[config.mk]
export PLATFORM = sky130hd
export DESIGN_NAME = mute_atten_ctrl
export DESIGN_NICKNAME = d
export VERILOG_FILES = /design/src/mute_atten_pkg.sv /design/src/mute_atten_ctrl.sv /design/src/chan_update_unit.sv
export VERILOG_INCLUDE_DIRS = /design/src
export SDC_FILE = /design/constraint.sdc
export NUM_CORES = 1
export LEC_CHECK = 0
export ABC_CLOCK_PERIOD_IN_PS = 1700
export BUFFER_PORTS_ARGS = -buffer_cell sky130_fd_sc_hd__buf_4
export CAP_MARGIN = 20
export CORE_MARGIN = 2
export CORE_UTILIZATION = 52
export CTS_BUF_LIST = sky130_fd_sc_hd__clkbuf_4
export DETAILED_ROUTE_END_ITERATION = 10
export PLACE_DENSITY = 0.8
export SYNTH_ARGS = -nofsm -noshare
export SYNTH_HDL_FRONTEND = slang
export SYNTH_HIERARCHICAL = 1
export SYNTH_SLANG_ARGS = --single-unit
[constraint.sdc]
create_clock -name ref_clk -period 1.7 [get_ports ref_clk]
set_input_delay 0.34 -clock ref_clk [delete_from_list [all_inputs] [get_ports ref_clk]]
set_output_delay 0.34 -clock ref_clk [all_outputs]
set_load 0.02 [all_outputs]
[src/mute_atten_cfg.svh]
// Constants for the mute, attenuation and reset control block.
// Assumes inclusion by bare name from the package and the design modules.
//
// What this block does
// - Frame rates up to the master clock divided by 512 are supported.
// - Rates down to master clock over 1024; slower frames are unsupported.
// - Global mute pin high mutes both channels whatever their registers say.
// - A channel register's mute bit mutes only that channel.
// - Attenuation and mute changes wait for a zero crossing, then apply.
// - No zero crossing in 1024 sample periods: the change applies anyway.
// - Power-down/reset low holds power-down; high again means ready to run.
// - During reset every digital engine register is cleared to zero.
// - During reset both channel registers return to their defaults.
// - Format, word-length and emphasis selects may change at any time.
// - Byte MSB first: bit 7 channel, bit 6 mute, bits 5..0 attenuation.
// - Channel registers default to unmuted with attenuation code zero.
// - Latched settings take effect only on a frame edge after the strobe, never between.
`ifndef MUTE_ATTEN_CFG_SVH
`define MUTE_ATTEN_CFG_SVH

// ************************************************************
// Frame rate window, in master clock cycles per frame.
// ************************************************************
`define RATE_MIN_DIV   512
`define RATE_MAX_DIV   1024
`define RATE_CNT_W     11

// ************************************************************
// Zero crossing timeout, in input sample periods.
// ************************************************************
`define ZC_TIMEOUT     1024

// ************************************************************
// Control byte layout and channel defaults.
// ************************************************************
`define CTRL_CHAN_BIT  7
`define CTRL_MUTE_BIT  6
`define CTRL_ATTEN_MSB 5
`define CTRL_ATTEN_LSB 0
`define CHAN_SEL_RIGHT 1'b1
`define DEF_MUTE       1'b0
`define DEF_ATTEN      6'h00

// ************************************************************
// Sample width of the datapath.
// ************************************************************
`define SAMPLE_W       18

`endif

[src/mute_atten_pkg.sv]
// Types shared by the mute, attenuation and reset control modules.
// Assumes the constants header sits in the same folder.
`include "mute_atten_cfg.svh"

package mute_atten_pkg;

    // Settings that one channel applies to its output.
    typedef struct packed {
        logic       mute;
        logic [5:0] atten;
    } chan_ctrl_type;

    // Control byte as it arrives, most significant bit first.
    typedef struct packed {
        logic       channel_select_bit;
        logic       mute;
        logic [5:0] attenuation_field;
    } ctrl_byte_type;

    // Static format selects.
    typedef struct packed {
        logic data_format_select_1;
        logic data_format_select_0;
        logic word_length_select;
        logic emphasis_select;
    } fmt_sel_type;

    // State of a channel's deferred update.
    typedef enum logic {
        st_idle,
        st_pending
    } chan_state_type;

endpackage

[src/mute_atten_ctrl.sv]
// Mute, attenuation, rate window and power-down/reset control.
// Assumes the host pins are asynchronous to ref_clk and the datapath
// samples come from logic on ref_clk.
`timescale 1ns/1ps
`default_nettype none
`include "mute_atten_cfg.svh"

module mute_atten_ctrl
    import mute_atten_pkg::*;
#(
    parameter int SAMPLE_W = `SAMPLE_W,
    parameter int TIMEOUT  = `ZC_TIMEOUT
) (
    // Clock and reset.
    input  wire logic                  ref_clk,
    input  wire logic                  nrst,
    // Host pins.
    input  wire logic                  power_down_reset_n,
    input  wire logic                  global_mute,
    input  wire logic                  frame_clk,
    input  wire logic                  control_latch_strobe,
    input  wire mute_atten_pkg::ctrl_byte_type ctrl_byte,
    input  wire mute_atten_pkg::fmt_sel_type   fmt_sel_pin,
    // Datapath samples.
    input  wire logic [SAMPLE_W-1:0]   sample_left,
    input  wire logic [SAMPLE_W-1:0]   sample_right,
    // Controls to the datapath and analog section.
    output var  mute_atten_pkg::chan_ctrl_type left_out,
    output var  mute_atten_pkg::chan_ctrl_type right_out,
    output var  mute_atten_pkg::fmt_sel_type   fmt_sel,
    output logic                       power_down,
    output logic                       engine_clear,
    output logic                       frame_tick,
    output logic                       rate_ok,
    output logic                       left_pending,
    output logic                       right_pending
);
    import mute_atten_pkg::*;

    localparam logic [`RATE_CNT_W-1:0] MIN_P = `RATE_CNT_W'(`RATE_MIN_DIV);
    localparam logic [`RATE_CNT_W-1:0] MAX_P = `RATE_CNT_W'(`RATE_MAX_DIV);
    localparam logic [`RATE_CNT_W-1:0] SAT_P = '1;

    if (`RATE_MAX_DIV >= (1 << `RATE_CNT_W) - 1) begin : g_bad
        $error("mute_atten_ctrl: rate counter too narrow.");
    end

    // Checks period against the supported frame window.
    function automatic logic in_window(input logic [`RATE_CNT_W-1:0] p);
        in_window = (p >= MIN_P) && (p <= MAX_P);
    endfunction

    // ************************************************************
    // Input synchronisers.
    // ************************************************************

    logic          pd_s1_r, pd_s2_r;
    logic          gm_s1_r, gm_s2_r;
    logic [2:0]    fc_r;
    logic [2:0]    cl_r;
    ctrl_byte_type cb_s1_r, cb_s2_r;
    fmt_sel_type   fs_s1_r, fs_s2_r;

    // Two flops on every pin; a third on the clocks feeds edge detection.
    always_ff @(posedge ref_clk or negedge nrst) begin
        if (!nrst) begin
            pd_s1_r <= 1'b0;
            pd_s2_r <= 1'b0;
            gm_s1_r <= 1'b0;
            gm_s2_r <= 1'b0;
            fc_r    <= 3'h0;
            cl_r    <= 3'h0;
            cb_s1_r <= '0;
            cb_s2_r <= '0;
            fs_s1_r <= '0;
            fs_s2_r <= '0;
        end else begin
            pd_s1_r <= power_down_reset_n;
            pd_s2_r <= pd_s1_r;
            gm_s1_r <= global_mute;
            gm_s2_r <= gm_s1_r;
            fc_r    <= {fc_r[1:0], frame_clk};
            cl_r    <= {cl_r[1:0], control_latch_strobe};
            cb_s1_r <= ctrl_byte;
            cb_s2_r <= cb_s1_r;
            fs_s1_r <= fmt_sel_pin;
            fs_s2_r <= fs_s1_r;
        end
    end

    logic pd_now;
    logic tick;
    logic latch_edge;

    // Power-down follows the synchronised pin level directly.
    assign pd_now     = !pd_s2_r;
    assign tick       = fc_r[1] && !fc_r[2];
    assign latch_edge = cl_r[1] && !cl_r[2];

    // ************************************************************
    // Power-down and engine clear.
    // ************************************************************

    logic pd_r;

    // Registered power-down; the engine is held clear throughout.
    always_ff @(posedge ref_clk or negedge nrst) begin
        if (!nrst) begin
            pd_r <= 1'b1;
        end else begin
            pd_r <= pd_now;
        end
    end

    assign power_down   = pd_r;
    assign engine_clear = pd_r;

    // ************************************************************
    // Frame rate window.
    // ************************************************************

    logic [`RATE_CNT_W-1:0] period_r;
    logic                   rate_ok_r;

    // Cycles since the last frame edge, saturating.
    always_ff @(posedge ref_clk or negedge nrst) begin
        if (!nrst) begin
            period_r <= '0;
        end else if (pd_r) begin
            period_r <= '0;
        end else if (tick) begin
            period_r <= `RATE_CNT_W'(1);
        end else if (period_r != SAT_P) begin
            period_r <= period_r + 1'b1;
        end
    end

    // Rate judged at each frame edge; a stalled frame clock fails too.
    always_ff @(posedge ref_clk or negedge nrst) begin
        if (!nrst) begin
            rate_ok_r <= 1'b0;
        end else if (pd_r) begin
            rate_ok_r <= 1'b0;
        end else if (tick) begin
            rate_ok_r <= in_window(period_r);
        end else if (period_r > MAX_P) begin
            rate_ok_r <= 1'b0;
        end
    end

    assign rate_ok    = rate_ok_r;
    assign frame_tick = tick;
    assign fmt_sel    = fs_s2_r;

    // ************************************************************
    // Control byte routing and per-channel updates.
    // ************************************************************

    chan_ctrl_type new_ctrl;
    logic          req_left;
    logic          req_right;
    chan_ctrl_type app_left;
    chan_ctrl_type app_right;

    // Bit 7 picks the channel, bit 6 mute, bits 5..0 attenuation.
    assign new_ctrl  = '{mute:  cb_s2_r.mute,
                         atten: cb_s2_r.attenuation_field};
    assign req_left  = latch_edge && !pd_r &&
                       (cb_s2_r.channel_select_bit != `CHAN_SEL_RIGHT);
    assign req_right = latch_edge && !pd_r &&
                       (cb_s2_r.channel_select_bit == `CHAN_SEL_RIGHT);

    // Left channel tracks its own crossing and timeout.
    chan_update_unit #(
        .SAMPLE_W (SAMPLE_W),
        .TIMEOUT  (TIMEOUT)
    ) u_left (
        .ref_clk      (ref_clk),
        .nrst         (nrst),
        .engine_clear (pd_r),
        .frame_tick   (tick),
        .sample       (sample_left),
        .req          (req_left),
        .req_ctrl     (new_ctrl),
        .applied      (app_left),
        .pending      (left_pending)
    );

    // Right channel tracks its own crossing and timeout.
    chan_update_unit #(
        .SAMPLE_W (SAMPLE_W),
        .TIMEOUT  (TIMEOUT)
    ) u_right (
        .ref_clk      (ref_clk),
        .nrst         (nrst),
        .engine_clear (pd_r),
        .frame_tick   (tick),
        .sample       (sample_right),
        .req          (req_right),
        .req_ctrl     (new_ctrl),
        .applied      (app_right),
        .pending      (right_pending)
    );

    // ************************************************************
    // Channel outputs with global mute.
    // ************************************************************

    chan_ctrl_type left_r;
    chan_ctrl_type right_r;

    // Global mute overrides both channels; own mute bit only its own.
    always_ff @(posedge ref_clk or negedge nrst) begin
        if (!nrst) begin
            left_r  <= '{mute: `DEF_MUTE, atten: `DEF_ATTEN};
            right_r <= '{mute: `DEF_MUTE, atten: `DEF_ATTEN};
        end else begin
            left_r  <= '{mute:  app_left.mute | gm_s2_r,
                         atten: app_left.atten};
            right_r <= '{mute:  app_right.mute | gm_s2_r,
                         atten: app_right.atten};
        end
    end

    assign left_out  = left_r;
    assign right_out = right_r;
endmodule
`default_nettype wire

[src/chan_update_unit.sv]
// Deferred update of one channel's mute and attenuation.
// Assumes frame_tick is a one-cycle pulse per sample and sample is
// valid on that cycle, both from logic on ref_clk.
`timescale 1ns/1ps
`default_nettype none
`include "mute_atten_cfg.svh"

module chan_update_unit
    import mute_atten_pkg::*;
#(
    parameter int SAMPLE_W = `SAMPLE_W,
    parameter int TIMEOUT  = `ZC_TIMEOUT
) (
    // Clock and reset.
    input  wire logic                  ref_clk,
    input  wire logic                  nrst,
    input  wire logic                  engine_clear,
    // Sample timing and waveform.
    input  wire logic                  frame_tick,
    input  wire logic [SAMPLE_W-1:0]   sample,
    // New setting request.
    input  wire logic                  req,
    input  wire mute_atten_pkg::chan_ctrl_type req_ctrl,
    // Applied setting.
    output var  mute_atten_pkg::chan_ctrl_type applied,
    output logic                       pending
);
    import mute_atten_pkg::*;

    localparam int CNT_W = $clog2(TIMEOUT + 1);
    localparam logic [CNT_W-1:0] LAST = CNT_W'(TIMEOUT - 1);

    if (TIMEOUT < 2 || SAMPLE_W < 2) begin : g_bad
        $error("chan_update_unit: TIMEOUT and SAMPLE_W must be 2 or more.");
    end

    chan_state_type   state_r;
    chan_ctrl_type    staged_r;
    chan_ctrl_type    applied_r;
    logic [CNT_W-1:0] wait_r;
    logic             prev_neg_r;
    logic             zero_cross;
    logic             fire;

    // ************************************************************
    // Zero crossing and apply decision.
    // ************************************************************

    // A sign change or an exact zero counts as a crossing.
    assign zero_cross = (sample[SAMPLE_W-1] != prev_neg_r) ||
                        (sample == '0);
    assign fire = (state_r == st_pending) && frame_tick && !req &&
                  (zero_cross || wait_r == LAST);

    // Previous sample sign, cleared with the engine.
    always_ff @(posedge ref_clk or negedge nrst) begin
        if (!nrst) begin
            prev_neg_r <= 1'b0;
        end else if (engine_clear) begin
            prev_neg_r <= 1'b0;
        end else if (frame_tick) begin
            prev_neg_r <= sample[SAMPLE_W-1];
        end
    end

    // Pending state; a fresh request restages and restarts the wait.
    always_ff @(posedge ref_clk or negedge nrst) begin
        if (!nrst) begin
            state_r  <= st_idle;
            staged_r <= '{mute: `DEF_MUTE, atten: `DEF_ATTEN};
            wait_r   <= '0;
        end else if (engine_clear) begin
            state_r  <= st_idle;
            staged_r <= '{mute: `DEF_MUTE, atten: `DEF_ATTEN};
            wait_r   <= '0;
        end else begin
            case (state_r)
                st_idle: begin
                    if (req) begin
                        state_r  <= st_pending;
                        staged_r <= req_ctrl;
                        wait_r   <= '0;
                    end
                end
                st_pending: begin
                    if (req) begin
                        staged_r <= req_ctrl;
                        wait_r   <= '0;
                    end else if (fire) begin
                        state_r <= st_idle;
                    end else if (frame_tick) begin
                        wait_r <= wait_r + 1'b1;
                    end
                end
                default: begin
                    state_r <= st_idle;
                end
            endcase
        end
    end

    // Applied setting, defaults during reset.
    always_ff @(posedge ref_clk or negedge nrst) begin
        if (!nrst) begin
            applied_r <= '{mute: `DEF_MUTE, atten: `DEF_ATTEN};
        end else if (engine_clear) begin
            applied_r <= '{mute: `DEF_MUTE, atten: `DEF_ATTEN};
        end else if (fire) begin
            applied_r <= staged_r;
        end
    end

    assign applied = applied_r;
    assign pending = (state_r == st_pending);
endmodule
`default_nettype wire

==> results.tsv <==
stage	metric	value	unit
outcome	outcome	complete, but fails checks	
outcome	failed_checks	negative setup slack	
route	routed_wl	11450	um
worst_setup_path	crit_arrival	2290	ps
timing	relSlewSlack	74.76	%
worst_setup_path	crit_path_start_kind	flip-flop	
placement	dpl.cell_count	611	
worst_setup_path	critPathKind	flip-flop to flip-flop	
worst_setup_path	ff2ff_path_depth	7	
power	power_density	787.0	nW/um^2
route	dr.first_iter.drc_count	167	
worst_setup_path	r2r_setup_slack	-170	ps
global_route	grt_pass1_wl	18040	um
final_layout	drive_gt1_share	38.38	%
power	vdd_drop_max	0.8108	mV
power	total_power	5151	uW
floorplanning	core	8763	um^2
floorplanning	rows	34	
floorplanning	io_pins	78	
clock_tree	cts_made_buffers	17	
synth	syn-num-nets	454	
final_layout	nFillCells	532	
synth	yosys_warnings	6	
synth	synth-seq-cells	115	
run	max-cap-violations	0	
route	vias	3827	
floorplanning	die_w	99.32	um
global_route	antenna_found_initial	0	
global_route	grt_max_degree	48	
final_layout	multi_input_area	1862	um^2
power	leakagePower	0.002945	uW
clock_tree	htreeDepth	4	
synth	ys_seq_area_share	60.94	%
route	drc_errors	0	
floorplanning	die_area	9864	um^2
timing	fmax	0.5347	GHz
timing	setup_viol	32	
route	final_antenna_net_count	0	
synth	synth_cell_type_count	45	
global_route	grt_pass1_vias	3777	
final_layout	diodes	0	
timing	whs	113.3	ps
synth	synth_cells	396	
global_route	grt.total_usage	23.64	%
clock_tree	cts_tree	built	
synth	synth_area	4725	um^2
timing	drv_slew	0	
timing	tightest_slew	378.6	ps
synth	syn_avg_cell_area	11.93	um^2
worst_setup_path	required	2120	ps
worst_setup_path	worstReg2RegStart	u_left/wait_r[3]	
final_layout	area_growth	38.53	%
timing	finalWorstSetupSlack	-170.2	ps
timing	finClkSkew	13.70	ps
clock_tree	cts.path.max_buffers	2	
placement	place_congestion	0.8403	
timing	post-route-period-util	110.0	%
timing	finalHoldViolCount	0	
placement	dp_hpwl	6851	um
final_layout	layout.nets	615	
worst_hold_path	hold_path.class	input pin to flip-flop	
clock_tree	root_buffer	clkbuf_4	
clock_tree	cts_num_sinks	115	
clock_tree	clk_pin_slew_worst_paths	100	ps
final_layout	fin_cells	676	
worst_setup_path	crit_path_end_kind	flip-flop	
floorplanning	fp.dieH	99.32	um
timing	rsz0062_at_grt	yes	
worst_setup_path	path_max_fanout	12	
clock_tree	clk_latency	490	ps
route	post_drt_wl_per_cell	16.94	um
final_layout	regArea	2883	um^2
placement	io_buffers	77	
route	drt_pass1_iterations	8	
timing	final.min_clock_period	1870	ps
route	vias_per_cell	5.661	
floorplanning	initial_core_util	53.91	%
worst_setup_path	cp-endpoint	u_left/wait_r[8]	
global_route	grt-ovfl-total	0	
worst_setup_path	timing.rr.end	u_left/wait_r[8]	
worst_setup_path	startpoint	u_left/wait_r[3]	
[layout by cell type (no fill, tap or decap), types with 6 or more instances in the layout]
cell type | synthesis | layout
buf_4 | 3 | 126
dfrtp_1 | 114 | 114
mux2i_1 | 32 | 32
nor2_1 | 30 | 30
nand2b_1 | 28 | 28
clkbuf_4 | 0 | 21
nand2_1 | 17 | 17
dlygate4sd3_1 | 0 | 17
nand3_1 | 12 | 12
o21ai_0 | 13 | 12
inv_1 | 11 | 11
nand4_1 | 11 | 11
a21oi_1 | 19 | 11
buf_6 | 3 | 10
a21oi_2 | 0 | 8
or3_1 | 11 | 7
o31ai_1 | 6 | 6
[area by class of cell]
class	count	area share [%]
Tap cell	108	2.065
Timing Repair Buffer	160	21.03
Multi-Input combinational cell	252	28.45
Clock inverter	9	1.376
Inverter	11	0.6309
Clock buffer	21	2.409
Sequential cell	115	44.05
[layer usage]
metal,vias up,track usage [%],wire length [um]
met3,33,7.027,668
met5,-,0,0
met4,0,9.168,274
li1,1748,-,-
met1,1874,28.76,4433
met2,172,39.86,6075
[registers in the layout (all words and copies together) (netlist names), 8 cells and up]
name / flops
cb_s1_r: 8
cb_s2_r: 8
period_r: 11
u_left/wait_r: 11
u_right/wait_r: 11
[worst min-delay path by stage]
stage / startpoint / end / slack, ps / depth (start not counted)
2_1_floorplan: nrst / cb_s1_r[0] / 40 / 0
3_3_place_gp: pd_s1_r / pd_s2_r / 330 / 0
3_5_place_dp: gm_s1_r / gm_s2_r / 330 / 0
4_1_cts: sample_left[17] / u_left/prev_neg_r / 70 / 3
5_1_grt: sample_left[17] / u_left/prev_neg_r / 80 / 3
6_report: sample_left[17] / u_left/prev_neg_r / 110 / 3
[critical path, stage by stage, from the launching register on]
cell	delay (ps)
dfrtp_1	430
and4_4	200
a41oi_4	230
buf_6	130
o211ai_2	110
buf_12	160
or4_1	420
a21oi_2	120
[cell usage after synthesis, drive strengths merged]
master	instances	area (um^2)
and3	3	18.77
ha	4	50.05
inv	11	41.29
mux2i	32	320.3
nand2	17	63.81
clkbuf	9	33.78
dfstp	1	26.28
a311oi	2	17.52
and2	2	12.51
or4	10	82.58
nor4bb	1	10.01
xnor2	3	26.28
a211oi	4	30.03
dfrtp	114	2853
o211ai	4	40.03
nor4	6	37.54
nand4b	1	8.760
nor2b	1	6.260
nor2	32	125.1
nor3	1	5.000
nand3	12	60.06
a41oi	2	32.53
a31oi	3	18.77
o31ai	6	45.04
nand2b	28	175.2
or3	11	68.82
nand4	11	68.82
a21oi	19	95.09
or2	5	31.28
buf	9	68.81
and4	9	92.59
xor2	4	35.03
o21ai	15	82.58
nor4b	2	17.52
a2111oi	2	23.77
[per-stage QoR]
stage | instance area, um^2 | setup TNS [ps] | setup WS [ps] | utilization, %
finish | 6545 | -2103 | -170.2 | 74.69
global route | 6545 | -4565 | -222.4 | 74.69
CTS | 6409 | -1019 | -122.4 | 73.13
detailed placement | 5779 | -2260 | -135.8 | 65.95
global placement | 5779 | -1158 | -72.35 | 65.95
floorplan | 4770 | -33.58 | -19.46 | -
[cell families after synthesis]
logic type | count (synthesis) | share of synthesized area [%]
muxes | 32 | 6.780
and+or+nand+nor | 152 | 18.72
buffers and inverters | 29 | 3.045
adders and majority gates | 4 | 1.059
AOI/OAI and AO/OA | 57 | 8.157
DFF | 115 | 60.94
xor gates and xnor gates | 7 | 1.298
[power by group]
group	leakage, uW	switching (uW)	total, uW	internal [uW]
logic	0.00129	222	487	265
registers	0.00151	37.3	2830	2800
clock network	0.000143	934	1830	897
total	0.00294	1190	5150	3960
[what timing repair did]
action | CTS | global route
setup endpoints to repair | 29 | 40
resized for setup | 25 | 20
pin swaps | 24 | 17
gates cloned | 1 | 0
endpoints found under the hold margin | 130 | 0
hold buffers | 17 | 0
buffers inserted | 10 | 9
Power figures use the tool's default switching activity.
